## src/inc/emb_defs.vh

```
`ifndef EMB_DEFS_VH
`define EMB_DEFS_VH
`define EMB_CTRL_ADDR      4'h0
`define EMB_STAT_ADDR      4'h4
`define EMB_BIT_DISABLE    7
`define EMB_WAIT_HI        5
`define EMB_WAIT_LO        4
`define EMB_WM_HI          1
`define EMB_WM_LO          0
`define EMB_CTRL_MASK      8'hb3
`define EMB_CTRL_RESET     8'h00
`define EMB_MODE_SINGLE    2'h0
`define EMB_MODE_EXTFULL   2'h1
`define EMB_MODE_BOOT      2'h2
`define EMB_MODE_EXTMICRO  2'h3
`define EMB_WM_BYTEWRITE   2'h0
`define EMB_WM_BYTESEL     2'h1
`define EMB_RESP_OKAY      2'h0
`define EMB_RESP_SLVERR    2'h2
`endif

```

## src/core/emb_bus_iface.v

```verilog
`timescale 1ns/1ps
`include "emb_defs.vh"
// Notes on behaviour
// RQ1: Twenty eight shared pins: three ports carry twenty address/data lines, one carries strobes.
// RQ2: Sixteen-bit and multiplexed eight-bit widths; no demultiplexed eight-bit bus.
// RQ3: Bus width comes from a fixed configuration input; software cannot change it.
// RQ4: Disable bit clear enables the bus and removes port functions from pins.
// RQ5: Disable bit set returns the shared pins to ordinary port operation.
// RQ6: Two-bit wait field stretches table cycles; encodings include one and two waits.
// RQ7: Write mode 1x drives full word; high strobe only on odd byte.
// RQ8: Write mode 01 copies byte to both halves; high strobe with one byte enable.
// RQ9: Write mode 00 copies byte to both halves; high or low strobe only.
// RQ10: Control bits 6, 3 and 2 ignore writes and read zero.
// RQ11: Address/data bits 0 to 7 map to port D bits 0 to 7.
// RQ12: Address/data bits 8 to 15 map to port E bits 0 to 7.
// RQ13: Address lines 16 to 19 map to port H bits 0 to 3, never data.
// RQ14: Port J carries latch, output enable, write strobes, byte address, chip and byte enables.
// RQ15: Control register resets with all fields at zero.
// RQ16: Idle bus tri-states lines; strobes high, latch strobe and byte address low.
// RQ17: Disable set from external code waits for internal execution; external access reclaims pins.
// RQ18: Single-chip mode keeps bus off and blocks control writes; full external keeps it on. Here a pending access request still takes the pins.
// RQ19: Chip enable asserts on any external access and stays high during sleep.
// RQ20: Wait count stretches only table cycles, never instruction fetches.
module emb_bus_iface
(
    input  wire        mclk,
    input  wire        reset,
    input  wire [3:0]  s_axi_awaddr,
    input  wire        s_axi_awvalid,
    output wire        s_axi_awready,
    input  wire [31:0] s_axi_wdata,
    input  wire [3:0]  s_axi_wstrb,
    input  wire        s_axi_wvalid,
    output wire        s_axi_wready,
    output reg  [1:0]  s_axi_bresp,
    output reg         s_axi_bvalid,
    input  wire        s_axi_bready,
    input  wire [3:0]  s_axi_araddr,
    input  wire        s_axi_arvalid,
    output wire        s_axi_arready,
    output reg  [31:0] s_axi_rdata,
    output reg  [1:0]  s_axi_rresp,
    output reg         s_axi_rvalid,
    input  wire        s_axi_rready,
    input  wire [1:0]  memMode,
    input  wire        busWidthConfigBit,
    input  wire        sleepMode,
    input  wire        execExternal,
    input  wire        accReq,
    input  wire        accTable,
    input  wire        accWrite,
    input  wire [19:0] tablePointer,
    input  wire [7:0]  tableLatch,
    output wire        accReady,
    output reg         accDone,
    output reg  [15:0] accRdata,
    input  wire [7:0]  portDaOut,
    input  wire [7:0]  portDaOeN,
    input  wire [7:0]  portEbOut,
    input  wire [7:0]  portEbOeN,
    input  wire [3:0]  portHcOut,
    input  wire [3:0]  portHcOeN,
    input  wire [7:0]  portJdOut,
    input  wire [7:0]  portJdOeN,
    input  wire [15:0] adIn,
    output wire [7:0]  portDaPinOut,
    output wire [7:0]  portDaPinOeN,
    output wire [7:0]  portEbPinOut,
    output wire [7:0]  portEbPinOeN,
    output wire [3:0]  portHcPinOut,
    output wire [3:0]  portHcPinOeN,
    output wire [7:0]  portJdPinOut,
    output wire [7:0]  portJdPinOeN,
    output wire        busOwnsPins
);
    localparam ST_IDLE = 3'h0;
    localparam ST_ADDR = 3'h1;
    localparam ST_LO   = 3'h2;
    localparam ST_WAIT = 3'h3;
    localparam ST_DATA = 3'h4;

    reg  [7:0]  ctrl_q;
    reg  [2:0]  state_q;
    reg  [1:0]  waitCnt_q;
    reg  [19:0] addr_q;
    reg         table_q;
    reg         write_q;
    reg  [7:0]  tlat_q;
    reg  [7:0]  rdLo_q;
    reg  [15:0] adIn1_q;
    reg  [15:0] adIn2_q;
    reg         awSeen_q;
    reg         wSeen_q;
    reg  [3:0]  awAddr_q;
    reg  [7:0]  wData_q;
    reg         wStrb_q;
    reg         pinsBus_q;
    reg         capture_q;
    reg         ale;
    reg         oeN;
    reg         wrlN;
    reg         wrhN;
    reg         lbN;
    reg         ubN;
    reg         drive;
    reg  [15:0] adOut;
    wire [7:0]  holdByte;
    wire        wordMode;
    wire        eightBit;
    wire        odd;
    wire        holdWr;
    wire        doWrite;

    // Word write mode is selected by the upper write mode bit.
    function isWordMode;
        input [7:0] c;
        begin
            isWordMode = c[`EMB_WM_HI];
        end
    endfunction

    assign eightBit = ~busWidthConfigBit; // [RQ2] [RQ3]
    assign wordMode = isWordMode(ctrl_q);
    assign odd      = addr_q[0];

    // Register slave: address and data are taken in either order.
    assign s_axi_awready = ~awSeen_q & ~s_axi_bvalid;
    assign s_axi_wready  = ~wSeen_q & ~s_axi_bvalid;
    assign s_axi_arready = ~s_axi_rvalid;
    assign doWrite = awSeen_q & wSeen_q & ~s_axi_bvalid;

    always @(posedge mclk)
    begin
        if (reset)
        begin
            awSeen_q <= 1'b0;
            wSeen_q <= 1'b0;
            awAddr_q <= 4'h0;
            wData_q <= 8'h00;
            wStrb_q <= 1'b0;
            s_axi_bvalid <= 1'b0;
            s_axi_bresp <= `EMB_RESP_OKAY;
            s_axi_rvalid <= 1'b0;
            s_axi_rresp <= `EMB_RESP_OKAY;
            s_axi_rdata <= 32'h00000000;
            ctrl_q <= `EMB_CTRL_RESET; // [RQ15]
        end
        else
        begin
            if (s_axi_awvalid && s_axi_awready)
            begin
                awSeen_q <= 1'b1;
                awAddr_q <= s_axi_awaddr;
            end
            if (s_axi_wvalid && s_axi_wready)
            begin
                wSeen_q <= 1'b1;
                wData_q <= s_axi_wdata[7:0];
                wStrb_q <= s_axi_wstrb[0];
            end
            if (doWrite)
            begin
                awSeen_q <= 1'b0;
                wSeen_q <= 1'b0;
                s_axi_bvalid <= 1'b1;
                if (awAddr_q == `EMB_CTRL_ADDR)
                begin
                    s_axi_bresp <= `EMB_RESP_OKAY;
                    if (wStrb_q && memMode != `EMB_MODE_SINGLE) // [RQ18]
                        ctrl_q <= wData_q & `EMB_CTRL_MASK; // [RQ10]
                end
                else if (awAddr_q == `EMB_STAT_ADDR)
                    s_axi_bresp <= `EMB_RESP_OKAY;
                else
                    s_axi_bresp <= `EMB_RESP_SLVERR;
            end
            else if (s_axi_bvalid && s_axi_bready)
                s_axi_bvalid <= 1'b0;
            if (s_axi_arvalid && s_axi_arready)
            begin
                s_axi_rvalid <= 1'b1;
                s_axi_rresp <= `EMB_RESP_OKAY;
                if (s_axi_araddr == `EMB_CTRL_ADDR)
                    s_axi_rdata <= {24'h000000, ctrl_q}; // [RQ10]
                else if (s_axi_araddr == `EMB_STAT_ADDR)
                    s_axi_rdata <= {27'h0000000, pinsBus_q, busWidthConfigBit, state_q == ST_IDLE,
                                    memMode};
                else
                begin
                    s_axi_rdata <= 32'h00000000;
                    s_axi_rresp <= `EMB_RESP_SLVERR;
                end
            end
            else if (s_axi_rvalid && s_axi_rready)
                s_axi_rvalid <= 1'b0;
        end
    end

    // External memory cycle sequencer.
    assign accReady = (state_q == ST_IDLE);
    assign holdWr = (state_q == ST_ADDR) && write_q && table_q && wordMode && ~odd;

    emb_hold_latch u_hold
    (
        .mclk   (mclk),
        .reset  (reset),
        .wrEn   (holdWr),
        .wrData (tlat_q),
        .rdData (holdByte)
    );

    always @(posedge mclk)
    begin
        if (reset)
        begin
            adIn1_q <= 16'h0000;
            adIn2_q <= 16'h0000;
        end
        else
        begin
            adIn1_q <= adIn;
            adIn2_q <= adIn1_q;
        end
    end

    always @(posedge mclk)
    begin
        if (reset)
        begin
            state_q <= ST_IDLE;
            waitCnt_q <= 2'h0;
            addr_q <= 20'h00000;
            table_q <= 1'b0;
            write_q <= 1'b0;
            tlat_q <= 8'h00;
            rdLo_q <= 8'h00;
            accDone <= 1'b0;
            accRdata <= 16'h0000;
            pinsBus_q <= 1'b0;
            capture_q <= 1'b0;
        end
        else
        begin
            // Read data are taken one cycle after the data phase, once through the synchroniser.
            accDone <= capture_q;
            capture_q <= 1'b0;
            if (capture_q)
                accRdata <= eightBit ? {adIn2_q[7:0], rdLo_q} : adIn2_q;
            // Pins follow the disable bit only while executing internally.
            if (memMode == `EMB_MODE_EXTFULL || (accReq && accReady))
                pinsBus_q <= 1'b1; // [RQ17] [RQ18]
            else if (memMode == `EMB_MODE_SINGLE)
                pinsBus_q <= 1'b0; // [RQ18]
            else if (!execExternal && state_q == ST_IDLE)
                pinsBus_q <= ~ctrl_q[`EMB_BIT_DISABLE]; // [RQ4] [RQ5] [RQ17]
            case (state_q)
                ST_IDLE:
                begin
                    if (accReq && memMode != `EMB_MODE_SINGLE && !sleepMode)
                    begin
                        addr_q <= tablePointer;
                        table_q <= accTable;
                        write_q <= accWrite & accTable;
                        tlat_q <= tableLatch;
                        state_q <= ST_ADDR;
                    end
                end
                ST_ADDR:
                begin
                    // Tables are stretched by the wait field; fetches never are.
                    waitCnt_q <= table_q ? ctrl_q[`EMB_WAIT_HI:`EMB_WAIT_LO] : 2'h0; // [RQ6] [RQ20]
                    state_q <= (eightBit && !write_q) ? ST_LO : ST_WAIT;
                end
                ST_LO:
                begin
                    rdLo_q <= adIn2_q[7:0];
                    state_q <= ST_WAIT;
                end
                ST_WAIT:
                begin
                    if (waitCnt_q == 2'h0)
                        state_q <= ST_DATA;
                    else
                        waitCnt_q <= waitCnt_q - 2'h1;
                end
                ST_DATA:
                begin
                    capture_q <= 1'b1;
                    state_q <= ST_IDLE;
                end
                default:
                    state_q <= ST_IDLE;
            endcase
        end
    end

    // Strobe and data generation per phase.
    always @*
    begin
        ale = (state_q == ST_ADDR);
        oeN = 1'b1;
        wrlN = 1'b1;
        wrhN = 1'b1;
        lbN = 1'b1;
        ubN = 1'b1;
        drive = (state_q == ST_ADDR);
        adOut = addr_q[15:0];
        if ((state_q == ST_LO || state_q == ST_WAIT || state_q == ST_DATA) && !write_q)
        begin
            oeN = 1'b0;
            drive = 1'b0;
            lbN = 1'b0;
            ubN = 1'b0;
        end
        if ((state_q == ST_WAIT || state_q == ST_DATA) && write_q)
        begin
            drive = 1'b1;
            adOut = {tlat_q, tlat_q}; // [RQ8] [RQ9]
            if (eightBit)
            begin
                lbN = 1'b0;
                wrlN = (state_q != ST_DATA);
            end
            else if (wordMode)
            begin
                adOut = {tlat_q, holdByte}; // [RQ7]
                drive = odd;
                lbN = ~odd;
                ubN = ~odd;
                wrhN = ~(odd && state_q == ST_DATA); // [RQ7]
            end
            else if (ctrl_q[`EMB_WM_HI:`EMB_WM_LO] == `EMB_WM_BYTESEL)
            begin
                lbN = odd;
                ubN = ~odd;
                wrhN = (state_q != ST_DATA); // [RQ8]
            end
            else
            begin
                wrhN = ~(odd && state_q == ST_DATA); // [RQ9]
                wrlN = ~(~odd && state_q == ST_DATA); // [RQ9]
            end
        end
    end

    // Pin muxing onto the shared ports.
    assign busOwnsPins = pinsBus_q;
    assign portDaPinOut = pinsBus_q ? adOut[7:0] : portDaOut; // [RQ1] [RQ11]
    assign portDaPinOeN = pinsBus_q ? {8{~drive}} : portDaOeN; // [RQ16]
    assign portEbPinOut = pinsBus_q ? adOut[15:8] : portEbOut; // [RQ12]
    assign portEbPinOeN = pinsBus_q ? {8{~drive}} : portEbOeN; // [RQ16]
    assign portHcPinOut = pinsBus_q ? addr_q[19:16] : portHcOut; // [RQ13]
    assign portHcPinOeN = pinsBus_q ? {4{state_q == ST_IDLE}} : portHcOeN; // [RQ13] [RQ16]
    // Port J order: latch, output enable, low strobe, high strobe, byte, chip, lower, upper.
    assign portJdPinOut = pinsBus_q ? {ubN, lbN, (state_q == ST_IDLE) | sleepMode,
                                       (state_q != ST_IDLE) & addr_q[0], wrhN, wrlN, oeN, ale}
                                    : portJdOut; // [RQ14] [RQ16] [RQ19]
    assign portJdPinOeN = pinsBus_q ? 8'h00 : portJdOeN; // [RQ14]
endmodule

```

## src/core/emb_hold_latch.v

```verilog
`timescale 1ns/1ps
// Holding latch for the even table latch byte in word write mode.
module emb_hold_latch
(
    input  wire       mclk,
    input  wire       reset,
    input  wire       wrEn,
    input  wire [7:0] wrData,
    output reg  [7:0] rdData
);
    always @(posedge mclk)
    begin
        if (reset)
            rdData <= 8'h00;
        else if (wrEn)
            rdData <= wrData;
    end
endmodule

```

## config.mk

```make
export PLATFORM = sky130hd
export DESIGN_NAME = emb_bus_iface
export DESIGN_NICKNAME = d
export VERILOG_FILES = /design/src/core/emb_bus_iface.v /design/src/core/emb_hold_latch.v
export VERILOG_INCLUDE_DIRS = /design/src /design/src/inc
export SDC_FILE = /design/constraint.sdc
export NUM_CORES = 1
export LEC_CHECK = 0
export ABC_CLOCK_PERIOD_IN_PS = 3900
export BUFFER_PORTS_ARGS = -buffer_cell sky130_fd_sc_hd__buf_4
export CAP_MARGIN = 20
export CORE_MARGIN = 4
export CORE_UTILIZATION = 50
export DETAILED_ROUTE_END_ITERATION = 7
export HOLD_SLACK_MARGIN = 0.08
export PLACE_DENSITY = 0.9
export SLEW_MARGIN = 15
export SYNTH_ARGS = -nofsm -noshare
export SYNTH_HDL_FRONTEND = slang
export SYNTH_SLANG_ARGS = --single-unit
export TNS_END_PERCENT = 100
```

## constraint.sdc

```tcl
create_clock -name mclk -period 3.9 [get_ports mclk]
set_input_delay 0.78 -clock mclk [delete_from_list [all_inputs] [get_ports mclk]]
set_output_delay 0.78 -clock mclk [all_outputs]
set_load 0.005 [all_outputs]
```

After elaboration in Yosys (flattened, before gate mapping)
Index checks and enable logic that the tools add are counted.
W data, S select, Z words.
- logic and storage cells: 151
- register bits: 160
- output and inout port bits: 116
- bits of input ports: 159
- $add $sub $neg: 1
- reductions and logical operators: 42
- eq/ne operators: 12
- bitwise operators: 17
- multiplexer cells: 54
- operators with widths (kind ; count):
    $mux W8 ; 9
    $mux W16 ; 2
    $mux W1 ; 30
    $logic_and A1 B1 Y1 ; 19
    $mux W2 ; 6
    $pmux W3 S4 ; 1
    $not A1 Y1 ; 10
    $eq A4 B3 Y1 const B ; 2
    $logic_not A4 Y1 ; 2
    $mux W4 ; 2
    $reduce_bool A2 Y1 ; 4
    $and A1 B1 Y1 ; 6
    $eq A3 B2 Y1 const B ; 2
    $mux W3 ; 2
    $reduce_and A2 Y1 ; 3
    $reduce_bool A3 Y1 ; 2
    $mux W5 ; 1
    $eq A2 B1 Y1 const B ; 2
    $logic_not A2 Y1 ; 2
    $logic_or A1 B1 Y1 ; 4
    $ne A2 B2 Y1 const B ; 2
    $pmux W2 S2 ; 1
    $eq A3 B1 Y1 const B ; 1
    $eq A3 B3 Y1 const B ; 1
    other kinds (8) ; 10

Logic depth before layout (Yosys ltp)
- depth in word-level cells: 10
- gate-level depth with buffers: 8
- gate-level depth less buffers: 5

Modules after synthesis
A second synthesis with hierarchy kept.
- cell total of the unflattened synthesis: 699
- area total of the unflattened synthesis: 5853.1 um^2
- modules (own cells, without submodules) (module ; sequential area each (um^2) ; times used ; cells each ; area each (um^2)):
    emb_bus_iface ; 2442.3 ; 1 ; 673 ; 5567.8
    emb_hold_latch ; 160.2 ; 1 ; 26 ; 285.3

Least setup slack after synthesis
No wires, ideal clock.
- kind: input to output
- start point: input port busWidthConfigBit
- end point: output port portJdPinOut[2]
- slack: 1345 ps
- cell stages on the path: 4
- data required time: 3120 ps
- arrival: 1775 ps
- buffers on the path: 2
- cells stage by stage: clkbuf_1 -> clkbuf_1 -> o21ai_0 -> a41oi_1
- word-level cells in the longest chain between the ends: 3
- ends and longest elaborated chain (what ; line ; RTL):
    start: declaration ; emb_bus_iface.v:46 ; input wire busWidthConfigBit,
    $mux W1 ; emb_bus_iface.v:319 ; if (eightBit)
    $mux W1 ; emb_bus_iface.v:315 ; if ((state_q == ST_WAIT || state_q == ST_DATA) && write_q)
    $mux W8 ; emb_bus_iface.v:355 ; assign portJdPinOut = pinsBus_q ? {ubN, lbN, (state_q == ST_IDLE) | sleepMode,
    end: declaration ; emb_bus_iface.v:72 ; output wire [7:0] portJdPinOut,
No other way between the ends.

Final worst setup path
- start point: register state_q[0]
- end point: output port portEbPinOeN[7]
- word-level cells in the longest chain between the ends: 8
- elaborated cells on any way between the ends: 13
- those cells by class: eq/ne: 4; mux: 3; bitwise: 1; reduce/logical: 5
- ends and longest elaborated chain (what ; line ; RTL):
    start: declaration ; emb_bus_iface.v:83 ; reg [2:0] state_q;
    start signal: assignment ; emb_bus_iface.v:272 ; state_q <= (eightBit && !write_q) ? ST_LO : ST_WAIT;
    $eq A3 B2 Y1, on equally long branches ; emb_bus_iface.v:308, emb_bus_iface.v:315 ;
    $logic_or A1 B1 Y1 (2 in a row) ; emb_bus_iface.v:308 ; if ((state_q == ST_LO || state_q == ST_WAIT || state_q == ST_DATA) && !write_q)
    $logic_and A1 B1 Y1 ; emb_bus_iface.v:308 ;
    $mux W1 ; emb_bus_iface.v:308 ;
    $mux W1 (*) ; emb_bus_iface.v:315 ;
    $not A1 Y1 (*) ; emb_bus_iface.v:351 ; assign portEbPinOeN = pinsBus_q ? {8{~drive}} : portEbOeN;
    $mux W8 (*) ; emb_bus_iface.v:351 ;
    end: declaration ; emb_bus_iface.v:69 ; output wire [7:0] portEbPinOeN,
Every way passes the cells marked *; elsewhere a longest branch is shown, timed or not.

==> impl_metrics.csv <==
group,metric,value,unit
routing,wl_met2,8060,µm
routing,wl_met1,6210,µm
global_routing,grt_pass1_wl,23200,µm
cells_and_area,antennaDiodeCount,0,
timing,fin_tns_setup,0,ns
global_routing,track_usage,21.8,%
timing,clock.fmax,287,MHz
logic_synthesis,synth_xor_area_share,0,%
logic_synthesis,yosysUniqueCellTypes,50,
logic_synthesis,synth-simple-area-share,22.0,%
logic_synthesis,synth-edff-count,0,
logic_synthesis,synth_warnings,0,
logic_synthesis,synth-seq-area-share,44.5,%
logic_synthesis,syn_area,5850,µm²
clocking,h-tree-depth,4,
routing,drt_iter0_markers,275,
worst_setup_path,crit-reg2reg-launch,"state_q[0]",
timing,fin_skew,0.00838,ns
power_and_ir_drop,power_per_cell_area,462,nW/µm²
floorplanning,die_x,116,µm
routing,top_layer_used,"met4",
cells_and_area,finalInstanceArea,7960,µm²
power_and_ir_drop,intPower,2.70,mW
hold_path,hold_class,"reg2reg",
power_and_ir_drop,irDropWorstVdd,0.000316,V
worst_setup_path,startpoint_type,"flip-flop",
global_routing,antenna_found_initial,0,
logic_synthesis,yosys-top-cells-area,"dfxtp_1, mux2i_1, nand2_1, nor2b_1, nor2_1",
logic_synthesis,synth_fa_ha_area_share,0.214,%
cells_and_area,layout-drive-gt1-share,31.1,%
routing,routed_via_density,5.15,
place,dpl.hpwl,11500,µm
logic_synthesis,yosys.cell_count.top_type,"dfxtp_1",
power_and_ir_drop,pwr-share-clk,43.8,%
floorplanning,die_h,116,µm
hold_path,hold_path_depth,1,
timing,period_share,89.4,%
power_and_ir_drop,share_seq_of_total_power,39.1,%
routing,ant_nets,0,
floorplanning,ios,275,
clocking,clock-root-buffer,"clkbuf_16",
logic_synthesis,syn_avg_cell_area,8.40,µm²
routing,routed_wl,16000,µm
routing,vias,5352,
hold_path,min_to,"adIn2_q[11]",
routing,met3WireLength,1300,µm
logic_synthesis,synth_largest_area_cell,"dfxtp_1",
floorplanning,start_util,51.2,%
timing,worst_slack,0.415,ns
floorplanning,fp-row-count,39,
flow_run,drv_cap,0,
timing,max-slew-margin-rel,31.2,%
worst_setup_path,path_class,"reg2out",
timing,worst_pin_slew,1.03,ns
worst_setup_path,cp.required,3.12,ns
clocking,clock_sinks,130,
clocking,path_clk_slew,0.06,ns
place,gp_congestion,0.817,
clocking,cts_resized,0,
logic_synthesis,async_flop_share,0,%
place,port_buffers,217,
power_and_ir_drop,p_total,3.67,mW
routing,wl_per_cell,15.4,µm
power_and_ir_drop,p_leak,3.57,nW
worst_setup_path,reg2reg_depth,4,
routing,drcViolationCount,0,
timing,setup_viol,0,
clocking,cts_tree,"yes",
timing,fin_hold_ws,0.433,ns
cells_and_area,final_cells,1039,
worst_setup_path,cp.arrival,2.70,ns
global_routing,gr-total-overflow,0,
place,post-place-ws,0.818,ns
global_routing,first_global_vias,4698,
power_and_ir_drop,switchingPower,0.976,mW
clocking,post_cts_buffers,0,
timing,slew_viol_final,0,
worst_setup_path,r2r_end,"u_hold.rdData[6]",
place,place_area,7350,µm²
timing,period_minus_slack,3.48,ns
hold_path,min_from,"adIn1_q[11]",
logic_synthesis,synth_commonest_cells,"dfxtp_1, nand2_1, nor2_1",
logic_synthesis,synthMuxAreaShare,10.1,%
place,place_inst,1007,
clocking,tritoncts.num_buffers,17,
logic_synthesis,synth_top_area_share,44.5,%
power_and_ir_drop,p_comb_share,17.1,%
logic_synthesis,synth_top_family_by_area,"simple AND/OR/NAND/NOR gates",
logic_synthesis,synth_ff_type,"dfxtp_1",
clocking,insertion_delay,0.41,ns
global_routing,grt_max_degree,83,
timing,hold_viol_final,0,
worst_setup_path,cp_max_fo,20,
timing,rsz0062_at_grt,"false",
cells_and_area,final_util,69.7,%
floorplanning,coreArea,11400,µm²
run_status,status,"finished, final reports clean",
logic_synthesis,ys_ff_latch,130,
cells_and_area,area_growth_syn_to_layout,36.1,%
floorplanning,dieArea,13500,µm²
logic_synthesis,netlist_instances,696,
logic_synthesis,synth_compound_area_share,13.5,%
cells_and_area,layout.nets,1043,
worst_setup_path,rrSetupSlack,1.62,ns
worst_setup_path,endpoint_kind,"output port",
power_and_ir_drop,switching_share,26.6,%
routing,firstDrtPassIters,5,
clocking,holdBufCountCts,0,
clocking,cts_max_path_buffers,2,
-- layout by cell type (no fill, tap or decap), drive strengths merged, types with 2 or more instances in the layout --
master	n
buf	221
dfxtp	130
nand2	88
nor2	73
nor2b	47
a21oi	47
mux2i	41
inv	36
o21ai	33
conb	27
nand3	25
a211oi	19
clkbuf	18
mux2	16
nand2b	12
a31oi	12
a32oi	5
nor3	5
or3	4
clkinvlp	3
and3b	2
o31ai	2
nand4	2
a22oi	2
clkinv	2
bufinv	2
a41oi	2
nor3b	2
nor4	2
-- cells by family (layout without fill, tap and decap cells) --
| kind of cell | after synthesis | count (layout) |
|---|---|---|
| compound gates | 130 | 130 |
| fa+ha+maj | 1 | 1 |
| buf+inv | 108 | 282 |
| flops | 130 | 130 |
| mux | 57 | 57 |
| other cells | 1 | 27 |
| simple gates | 269 | 269 |
-- worst max path at each step --
stage                 startpoint  cells after the start         endpoint
6_report              state_q[0]                      5  portEbPinOeN[7]
5_1_grt               state_q[0]                      5  portDaPinOeN[3]
4_1_cts               state_q[0]                      5  portEbPinOeN[4]
2_1_floorplan  busWidthConfigBit                      4  portJdPinOut[2]
3_5_place_dp          state_q[0]                      5  portEbPinOeN[4]
3_3_place_gp          state_q[0]                      5  portDaPinOeN[7]
-- cell type report --
class	instances	area [µm²]
repair buffers	221	1670
clock inverters	14	166
clock buffers	18	439
fillers	901	3460
well taps	143	179
inverters	29	109
flip-flops and latches	130	2600
multi-input cells	484	2790
-- worst max-delay path, stage by stage, from the launching register on --
cell and delay [ns]:
dfxtp_1 0.72, nor3b_1 0.48, nor4b_1 0.13, a41oi_2 0.59, o21ai_0 0.19, buf_4 0.18
-- power by group through the flow --
stage               Clock [mW]  Sequential (mW)  Combinational, mW
detailed placement           0             1.46              0.624
global placement             0             1.46              0.613
CTS                       1.63             1.44              0.629
global route              1.69             1.44              0.687
finish                    1.61             1.44              0.628
floorplan                    0             1.44              0.349
-- per-layer routing --
metal | global-route usage, % | vias up
li1 | - | 2662
met1 | 26.4 | 2431
met2 | 37.3 | 225
met3 | 4.56 | 34
met4 | 9.67 | 0
met5 | 0 | -
-- flip-flops by register name, summed over array words and instances (netlist names), 2 cells and up --
register and cells:
ctrl_q 5, accRdata 16, tlat_q 8, wData_q 5
state_q 3, awAddr_q 4, adIn2_q 16, waitCnt_q 2
adIn1_q 16, u_hold.rdData 8, s_axi_rdata 7, rdLo_q 8
addr_q 20
(Power assumes the default switching activity.)
